### src/verilog/ldi_pkg.sv
// Purpose: Shared constants for the LCD driver data input block
// Assumes: One system clock; all pin inputs are asynchronous to it
// Notes:   Counts are in pixels, bus words and latch slots

package ldi_pkg;

	localparam int unsigned NUM_OUTPUTS  = 160; // Drive outputs per chip
	localparam int unsigned HALF_OUTPUTS = 80;  // Half register in dual mode
	localparam int unsigned BUS_WIDTH    = 8;   // Internal data bus word
	localparam int unsigned NIBBLE_WIDTH = 4;   // Narrow input word
	localparam int unsigned SLOT_COUNT   = NUM_OUTPUTS / BUS_WIDTH;
	localparam int unsigned FIFO_DEPTH   = 4;   // Words between capture and latch
	localparam int unsigned SYNC_STAGES  = 3;   // Flops on clock, latch, cascade and data pins

	// Reset values
	localparam logic       ENABLE_IDLE   = 1'b1; // Cascade enable rests high
	localparam logic [4:0] SLOT_RESET    = 5'h00;

	localparam int unsigned CLK_PERIOD_NS = 20; // 50 MHz system clock

endpackage : ldi_pkg

### src/verilog/ldi_fifo.sv
// Purpose: Small word FIFO with valid/ready on both sides
// Assumes: Single clock, asynchronous active-high reset
// Notes:   Read data come from a register; full and empty are exact
`timescale 1ns/1ns

module ldi_fifo #(
	parameter int unsigned WIDTH = 8,
	parameter int unsigned DEPTH = 4
) (
	input  wire logic             clk,
	input  wire logic             rst,
	input  wire logic             in_valid,
	output logic                  in_ready,
	input  wire logic [WIDTH-1:0] in_data,
	output logic                  out_valid,
	input  wire logic             out_ready,
	output logic      [WIDTH-1:0] out_data
);

	localparam int unsigned PW = (DEPTH > 1) ? $clog2(DEPTH) : 1;
	localparam int unsigned CW = $clog2(DEPTH + 1);

	typedef struct packed {
		logic [DEPTH-1:0][WIDTH-1:0] mem;
		logic [PW-1:0]               wr;
		logic [PW-1:0]               rd;
		logic [CW-1:0]               cnt;
		logic [WIDTH-1:0]            dout;
		logic                        dval;
	} ldi_fifo_s;

	ldi_fifo_s st_q, st_d;
	logic      push, pop, load;

	// Output register counts as one slot so full stays honest
	assign in_ready  = (st_q.cnt != CW'(DEPTH));
	assign out_valid = st_q.dval;
	assign out_data  = st_q.dout;
	assign push      = in_valid & in_ready;
	assign pop       = st_q.dval & out_ready;

	// Next state: store, then refill the output register when it frees
	always_comb begin
		st_d = st_q;
		load = 1'b0;
		if (push) begin
			st_d.mem[st_q.wr] = in_data;
			st_d.wr = (st_q.wr == PW'(DEPTH - 1)) ? '0 : st_q.wr + 1'b1;
		end
		if ((!st_q.dval || pop) && (st_q.cnt > CW'(st_q.dval))) begin
			load = 1'b1;
			st_d.dout = st_q.mem[st_q.rd];
			st_d.rd = (st_q.rd == PW'(DEPTH - 1)) ? '0 : st_q.rd + 1'b1;
		end
		st_d.dval = load ? 1'b1 : (pop ? 1'b0 : st_q.dval);
		st_d.cnt  = st_q.cnt + CW'(push) - CW'(pop);
	end

	always_ff @(posedge clk or posedge rst) begin
		if (rst) begin
			st_q <= '0;
		end else begin
			st_q <= st_d;
		end
	end

endmodule : ldi_fifo

### src/verilog/ldi_input.sv
// Purpose: Pixel data input, cascade select and common shift register
// Assumes: Pins are sampled on CLK; pixel clock well below CLK / 4
// Notes:   Segment data pass through a FIFO before the data latch
//
// How it works
// - WIDTH_SELECT picks four-bit or eight-bit pixel words in segment mode.
// - Capture stops by itself once 160 bits have been taken in.
// - Common mode has a 160-bit shift register, or two 80-bit halves.
// - Four shift directions from SHIFT_DIR and DUAL_MODE pins.
// - After line latch pulse, low enable-in selects chip until 160 bits.
// - At 160 bits, enable goes to next chip and this chip deselects.
// - SHIFT_DIR makes one cascade port input, the other output.
// - Two nibbles or one byte become one 8-bit bus word.
// - Bus words fill latch slots in the order set by SHIFT_DIR.
// - Pixel data sampled on falling edge of pixel shift clock.
// - Line latch pulse falling edge copies all 160 bits to drive latch.
// - Enable out high, low for one pixel clock after 160th bit.
`timescale 1ns/1ns

module ldi_input
	import ldi_pkg::*;
#(
	parameter int unsigned OUTPUTS = NUM_OUTPUTS,
	parameter int unsigned DEPTH   = FIFO_DEPTH
) (
	input  wire logic               CLK,
	input  wire logic               SYS_RST,
	input  wire logic               SEG_MODE,
	input  wire logic               SHIFT_DIR,
	input  wire logic               DUAL_MODE,
	input  wire logic               WIDTH_SELECT,
	input  wire logic               PIXEL_SHIFT_CLOCK,
	input  wire logic               LINE_LATCH_PULSE,
	input  wire logic [7:0]         PIXEL_DATA_IN,
	input  wire logic               CASCADE_PORT_FIRST_I,
	output logic                    CASCADE_PORT_FIRST_O,
	output logic                    CASCADE_PORT_FIRST_OE_N,
	input  wire logic               CASCADE_PORT_SECOND_I,
	output logic                    CASCADE_PORT_SECOND_O,
	output logic                    CASCADE_PORT_SECOND_OE_N,
	output logic [OUTPUTS-1:0]      DRIVE_OUTPUTS
);

	localparam int unsigned HALF  = OUTPUTS / 2;
	localparam int unsigned SLOTS = OUTPUTS / BUS_WIDTH;

	// Pin bundle run through the synchroniser as one vector
	localparam int unsigned PINS = 12;

	typedef struct packed {
		logic [SYNC_STAGES-1:0][PINS-1:0] sync;  // [0] first flop
		logic [PINS-1:0]                  pin;   // Agreed pin levels
		logic                             armed;
		logic                             sel;
		logic                             half;  // Upper nibble held
		logic [NIBBLE_WIDTH-1:0]          hi;
		logic [4:0]                       words; // Words captured
		logic                             en_low;
		logic [4:0]                       slot;  // Next latch slot
		logic [OUTPUTS-1:0]               data_latch;
		logic [OUTPUTS-1:0]               line_latch;
		logic [OUTPUTS-1:0]               shreg;
		logic                             out_first;
		logic                             out_second;
	} ldi_state_s;

	ldi_state_s st_q, st_d;

	logic [PINS-1:0]      raw;
	logic [PINS-1:0]      agree;
	logic                 xck_fall, lp_fall;
	logic [7:0]           din;
	logic                 en_in;
	logic                 take;
	logic [BUS_WIDTH-1:0] word;
	logic                 word_valid;
	logic                 push_ready;
	logic                 pop_valid;
	logic                 pop_ready;
	logic [BUS_WIDTH-1:0] pop_data;

	// Mirror a bus word so reversed fill keeps pixel order on the outputs
	function automatic logic [BUS_WIDTH-1:0] bit_rev(
		input logic [BUS_WIDTH-1:0] w
	);
		logic [BUS_WIDTH-1:0] r;
		r = '0;
		for (int i = 0; i < BUS_WIDTH; i++) begin
			r[i] = w[BUS_WIDTH-1-i];
		end
		return r;
	endfunction : bit_rev

	////////////////////////////////////////////////////////////////////
	// Pin sampling

	assign raw = {PIXEL_SHIFT_CLOCK, LINE_LATCH_PULSE, CASCADE_PORT_FIRST_I,
		CASCADE_PORT_SECOND_I, PIXEL_DATA_IN};

	// A change counts only when the second and third flops agree
	assign agree = ~(st_q.sync[1] ^ st_q.sync[2]);

	assign xck_fall = agree[11] & st_q.pin[11] & ~st_q.sync[2][11];
	assign lp_fall  = agree[10] & st_q.pin[10] & ~st_q.sync[2][10];
	assign din      = st_q.pin[7:0];
	// Input port of the cascade pair follows SHIFT_DIR
	assign en_in    = SHIFT_DIR ? st_q.pin[9] : st_q.pin[8];

	////////////////////////////////////////////////////////////////////
	// Segment capture and word assembly

	// Low enable-in while armed selects; selection holds until done
	assign take = SEG_MODE & xck_fall & push_ready
		& (st_q.sel | (st_q.armed & ~en_in));

	always_comb begin
		word       = din;
		word_valid = 1'b0;
		if (take) begin
			if (WIDTH_SELECT) begin
				word_valid = 1'b1;
			end else begin
				word       = {st_q.hi, din[NIBBLE_WIDTH-1:0]};
				word_valid = st_q.half;
			end
		end
	end

	// Drain stalls while the line latch is being loaded
	assign pop_ready = ~lp_fall;

	ldi_fifo #(
		.WIDTH (BUS_WIDTH),
		.DEPTH (DEPTH)
	) u_fifo (
		.clk       (CLK),
		.rst       (SYS_RST),
		.in_valid  (word_valid),
		.in_ready  (push_ready),
		.in_data   (word),
		.out_valid (pop_valid),
		.out_ready (pop_ready),
		.out_data  (pop_data)
	);

	////////////////////////////////////////////////////////////////////
	// Next state

	always_comb begin
		st_d        = st_q;
		st_d.sync   = {st_q.sync[SYNC_STAGES-2:0], raw};
		for (int i = 0; i < PINS; i++) begin
			if (agree[i]) begin
				st_d.pin[i] = st_q.sync[2][i];
			end
		end

		// Enable pulse lasts from one pixel clock fall to the next
		if (xck_fall) begin
			st_d.en_low = 1'b0;
		end

		if (take) begin
			if (WIDTH_SELECT || st_q.half) begin
				st_d.half  = 1'b0;
				st_d.words = st_q.words + 5'h01;
				if (st_q.words == 5'(SLOTS - 1)) begin
					// Last word: hand enable on and drop out
					st_d.sel    = 1'b0;
					st_d.armed  = 1'b0;
					st_d.en_low = 1'b1;
				end else begin
					st_d.sel   = 1'b1;
					st_d.armed = 1'b0;
				end
			end else begin
				st_d.half = 1'b1;
				st_d.hi   = din[NIBBLE_WIDTH-1:0];
				st_d.sel  = 1'b1;
				st_d.armed = 1'b0;
			end
		end

		// Each bus word lands in the next slot along the shift direction
		if (pop_valid && pop_ready) begin
			if (SHIFT_DIR) begin
				st_d.data_latch[st_q.slot*BUS_WIDTH +: BUS_WIDTH] =
					bit_rev(pop_data);
			end else begin
				st_d.data_latch[(SLOTS-1-st_q.slot)*BUS_WIDTH +: BUS_WIDTH] =
					pop_data;
			end
			st_d.slot = st_q.slot + 5'h01;
		end

		if (lp_fall) begin
			if (SEG_MODE) begin
				// Whole line moves at once; control restarts for next line
				st_d.line_latch = st_q.data_latch;
				st_d.armed      = 1'b1;
				st_d.sel        = 1'b0;
				st_d.half       = 1'b0;
				st_d.words      = '0;
				st_d.slot       = SLOT_RESET;
				st_d.en_low     = 1'b0;
			end else begin
				// Index 0 is the first drive output
				unique case ({DUAL_MODE, SHIFT_DIR})
				2'b01: st_d.shreg = {st_q.shreg[OUTPUTS-2:0],
					st_q.pin[9]};
				2'b00: st_d.shreg = {st_q.pin[8],
					st_q.shreg[OUTPUTS-1:1]};
				2'b11: st_d.shreg = {st_q.shreg[OUTPUTS-2:HALF], din[7],
					st_q.shreg[HALF-2:0], st_q.pin[9]};
				2'b10: st_d.shreg = {st_q.pin[8], st_q.shreg[OUTPUTS-1:HALF+1],
					din[7], st_q.shreg[HALF-1:1]};
				endcase
			end
		end

		// Output levels for the cascade ports, registered
		st_d.out_first  = SEG_MODE ? ~st_d.en_low : st_d.shreg[0];
		st_d.out_second = SEG_MODE ? ~st_d.en_low : st_d.shreg[OUTPUTS-1];
	end

	always_ff @(posedge CLK or posedge SYS_RST) begin
		if (SYS_RST) begin
			st_q            <= '0;
			st_q.out_first  <= ENABLE_IDLE;
			st_q.out_second <= ENABLE_IDLE;
		end else begin
			st_q <= st_d;
		end
	end

	////////////////////////////////////////////////////////////////////
	// Outputs

	// Low enable means the pin is driven
	assign CASCADE_PORT_FIRST_OE_N  = SHIFT_DIR;
	assign CASCADE_PORT_SECOND_OE_N = ~SHIFT_DIR;
	assign CASCADE_PORT_FIRST_O     = st_q.out_first;
	assign CASCADE_PORT_SECOND_O    = st_q.out_second;
	assign DRIVE_OUTPUTS = SEG_MODE ? st_q.line_latch : st_q.shreg;

endmodule : ldi_input

### config.mk
export PLATFORM = sky130hd
export DESIGN_NAME = ldi_input
export DESIGN_NICKNAME = d
export VERILOG_FILES = /design/src/verilog/ldi_pkg.sv /design/src/verilog/ldi_fifo.sv /design/src/verilog/ldi_input.sv
export SDC_FILE = /design/constraint.sdc
export NUM_CORES = 2
export LEC_CHECK = 0
export ABC_AREA = 1
export BUFFER_PORTS_ARGS = -buffer_cell sky130_fd_sc_hd__buf_4
export CORE_AREA = 2 2 347 349
export CTS_CLUSTER_SIZE = 10
export DETAILED_ROUTE_END_ITERATION = 8
export DIE_AREA = 0 0 349 351
export PLACE_DENSITY = 0.48
export SYNTH_ARGS = -nofsm -noshare
export SYNTH_HDL_FRONTEND = slang
export SYNTH_SLANG_ARGS = --single-unit
### constraint.sdc
create_clock -name CLK -period 35.2 [get_ports CLK]
set_input_delay 1.76 -clock CLK [delete_from_list [all_inputs] [get_ports CLK]]
set_output_delay 1.76 -clock CLK [all_outputs]
set_load 0.1 [all_outputs]
======== Word level (Yosys, flattened, before mapping) ========
Index checks and enable logic that the tools add are counted.
storage, ports and cells
  logic and storage cells ................. 129
  register bits after elaboration ......... 596
  bits of input ports ..................... 18
operators by class
  bitwise logic cells ..................... 21
  reduce and logical (&&, ||, !) cells .... 11
  shifts and indexed selects .............. 4
  $add $sub $neg .......................... 9
  eq/ne operators ......................... 7
  multiplexer cells ....................... 36
  magnitude comparators ................... 4
operators by type and width
  cell                                                                           count
  160-bit two-way mux                                                            4
  160-bit one-hot mux with 4 select lines                                        1
  160-bit bitwise mux                                                            2
  8-bit by 34-bit variable shift with 160-bit output (first input constant)      2
  8-bit by 34-bit indexed part select with 160-bit output                        2
  165-bit two-way mux                                                            1
  32-bit negator with 34-bit output                                              1
  8-bit negator with 34-bit output                                               1
  32-bit bitwise mux                                                             1
  8-bit two-way mux                                                              4
  11-bit two-way mux                                                             2
  8-bit binary-select mux with 2-bit select                                      1
  8-bit demux with 2-bit select                                                  1
  13-bit two-way mux                                                             1
  12-bit NOT                                                                     1
  12-bit XOR                                                                     1
  1-bit two-way mux                                                              11
  5-bit by 1-bit adder with 5-bit output (second input constant)                 2
  1-bit bitwise AND                                                              10
  3-bit two-way mux                                                              3
  2-bit equality test (second input constant)                                    4
  1-bit NOT                                                                      8
  2-bit by 3-bit less-than comparator with 1-bit output (second input constant)  2
  6-bit two-way mux                                                              1
  18 further kinds                                                               25

======== Depth between registers and ports, before layout ========
  depth after elaboration ................. 12
  depth in mapped cells ................... 21
  mapped depth without buffers ............ 20

======== Cells and area by module ========
Synthesis repeated with hierarchy kept, for this count alone.
second synthesis, totals
  cells, all modules ...................... 3,867
  area, all modules ....................... 29,771.1 sq um
modules (own cells, without submodules)
  module     seq. area each (sq um)  instances  area each (sq um)  cells each
  ldi_input  13,715.7                1          27,167.3           3,535
  ldi_fifo   1,201.2                 1          2,603.7            332

======== Least setup slack after synthesis ========
No wires, ideal clock.
  kind .................................... input to output
  start ................................... input port SEG_MODE
  end ..................................... output port DRIVE_OUTPUTS[149]
  path buffers ............................ 3
  path slack .............................. 29,024 ps
  stages on the path ...................... 4
  arrival ................................. 4,416 ps
  cell sequence ........................... clkbuf_1 clkbuf_1 clkbuf_1 o21ai_0
between the ends
  longest elaborated chain between the ends .. 1
RTL lines
  what                 line              text
  from (decl)          ldi_input.sv:28   input wire logic SEG_MODE,
  160-bit two-way mux  ldi_input.sv:244  assign DRIVE_OUTPUTS = SEG_MODE ? st_q.line_latch : st_q.shreg;
  to (decl)            ldi_input.sv:41   output logic [OUTPUTS-1:0] DRIVE_OUTPUTS
Every way passes these cells.

======== Worst setup path in the final report ========
  start ................................... input port SEG_MODE
  end ..................................... output port DRIVE_OUTPUTS[128]
The elaborated chain is that of the path after synthesis.

==> flow_summary.toml <==
[synthesis]
ys.warnings.count = 0
yosys_register_bits = 596
postSynthCellCount = 3771
synth.top_cell.area_share_pct = 50.4
syn_area_um2 = 29500
synth_top_flop_cell = "dfrtp_1"
synth-edff-count = 0
syn_area_per_cell_um2 = 7.82
synth_area_leaders = "dfrtp_1 (50%), nand2_1 (18%), o21ai_0 (7.0%), o211ai_1 (4.0%), inv_1 (3.5%)"
synth_top_area_cell = "dfrtp_1"
postSynth.asyncResetShare_pct = 100
synth_fp_nets = 3817
yosysSeqAreaShare_pct = 50.6
synthDistinctLibCells = 46

[final_layout]
num-fill-cells = 12900
final_cell_mix = "nand2_1 (1,407), dfrtp_1 (594), o21ai_0 (415)"
drive_gt1_share_pct = 10.6
fin_util_pct = 29.0
areaGrowthSynthToFinish_pct = 17.2
final_common_cell = "nand2_1"
num_antenna_cells = 0
finalNetCount = 3897

[global_routing]
grt_max_degree = 124
grt_pass1_wl_mm = 155
overflow = 0
grt_pass1_vias = 25000
grtUsageTotal_pct = 16.3
antenna_found_initial = 0

[clocking]
cts_made_buffers = 76
hold_buffers = 0
ctsRootBufferMaster = "clkbuf_16"
cts_resized = 0
cts_setup_buffers = 0
path_clk_slew_ns = 0.05
ctsLongestPathBuffers = 3
htreeDepth = 3
insertion_delay_ns = 0.63
cts_tree = "yes"
cts_sinks = 596

[critical_path]
cp_max_fo = 123
start_kind = "input port"
critPathRequiredTime_ns = 33.44
r2r_slack_ns = 30.32
worstSetupPathType = "in -> out"
critical_path_arrival_ns = 4.04
end_kind = "primary output"

[die]
core_area_um2 = 119000
ios = 182
initial_core_util_pct = 24.8
core.rowCount = 127
fp.dieW_um = 349
dieArea_um2 = 122000
die_y_um = 351

[route]
ant_nets = 0
firstDrtPassIters = 5
via_count = 25400
wirelength_mm = 99.9
vias_per_cell = 4.67
drc_errors = 0
drt-initial-drc-count = 2011
routedWlPerCell_um = 18.4

[pwr]
p_per_area_nw_per_um2 = 78.6
power.leakage_nw = 16.9
ir_drop_mv = 0.0503
power_mw = 2.71

[sta]
worst_pin_slew_ns = 1.34
timing.hold.ws_ns = 0.345
finClkSkew_ns = 0.0167
finalSetupTns_ns = 0
slew_headroom_pct = 9.85
layout_min_cycle_time_ns = 5.80
max_freq_ghz = 0.172
finalHoldViolCount = 0
timing.final.crit_share_pct = 16.5
rsz0062_at_grt = "false"
slew_viol_final = 0
finalSetupViolations = 0

[hold_path]
hold_class = "reg -> reg"

[outcome]
outcome = "finished, final reports clean"

[placement]
dp_hpwl_mm = 70.4
io_buffers = 181
gp_congestion = 0.953

[flow_run]
drv_cap = 0
## report_power, final
group          total (mW)  leakage [nW]  internal, mW  switching (mW)
Clock               0.734          1.13         0.436           0.299
Sequential          0.910          7.73         0.818          0.0917
Combinational        1.07          8.00         0.210           0.860
## path summary, 6_finish.rpt
check | start | endpoint | cells past startpoint
max reg2reg | st_q[484]$_DFF_PP0_ | st_q[398]$_DFFE_PP0P_ | 20
max | SEG_MODE | DRIVE_OUTPUTS[128] | 5
min | st_d[525]$_DFF_PP0_ | st_d[537]$_DFF_PP0_ | 0
min reg2reg | st_d[525]$_DFF_PP0_ | st_d[537]$_DFF_PP0_ | 0
min in group asynchronous | SYS_RST | st_d[530]$_DFF_PP0_ | 2
max in group asynchronous | SYS_RST | st_q[241]$_DFFE_PP0P_ | 6
## through the flow
step / cell area [um^2] / std cells / worst slack (ns)
3_5_place_dp: 32200 / 5321 / 29.38
5_1_grt: 34500 / 5441 / 29.13
3_3_place_gp: 32200 / 5321 / 29.36
6_report: 34500 / 5441 / 29.40
2_1_floorplan: 29500 / 3771 / 16.76
4_1_cts: 34500 / 5441 / 29.37
## state kept, by name, indices dropped and copies added, names as in the netlist
register	count
din	8
u_fifo.out_data	8
st_d	24
u_fifo.st_q	39
u_fifo.out_valid	1
CASCADE_PORT_FIRST_O	1
CASCADE_PORT_SECOND_O	1
st_q	514
## synth_stat cells (7+ instances only)
master and number:
buf_4 7, o22ai_1 46, clkbuf_1 167, nor2_1 232, o32ai_1 8, nand3_1 112
nand2_2 17, ha_1 27, nor3_1 46, inv_1 277, o211ai_1 158, buf_1 11
nand2_1 1407, inv_2 15, nand3_2 12, maj3_1 10, a21oi_1 23, buf_2 30
nand4_1 100, dfrtp_1 594, o21ai_0 415
## logic make-up (layout without fill, tap and decap cells)
family / Yosys count / after routing / synth area share (%)
xor gates and xnor gates: 4 / 4 / 0.246
buffers and inverters: 513 / 635 / 6.79
adders and majority gates: 38 / 38 / 1.55
and+or+nand+nor: 1957 / 1957 / 27.6
AOI/OAI and AO/OA: 662 / 662 / 13.1
muxes: 1 / 1 / 0.0382
DFF: 596 / 596 / 50.6
## layer usage
metal	global-route usage (%)	vias up	wire (um)
li1	-	12400	-
met1	21.7	12200	44800
met2	26.7	527	47500
met3	2.14	176	3930
met4	6.38	0	3690
met5	0	-	0
## critical path, stage by stage
cell and delay [ns]:
buf_8 0.41, buf_4 0.89, nand2_1 0.17, o21ai_0 0.20
buf_4 0.36
## final cells by class
type | instances | area [um^2] | area share (%)
Clock inverter | 13 | 129 | 0.373
Multi-Input combinational cell | 2662 | 12600 | 36.5
Tap cell | 1548 | 1940 | 5.61
Clock buffer | 107 | 2180 | 6.32
Timing Repair Buffer | 218 | 1650 | 4.78
Sequential cell | 596 | 14900 | 43.2
Inverter | 297 | 1130 | 3.27
No activity file was read; power rests on OpenSTA's default activity.
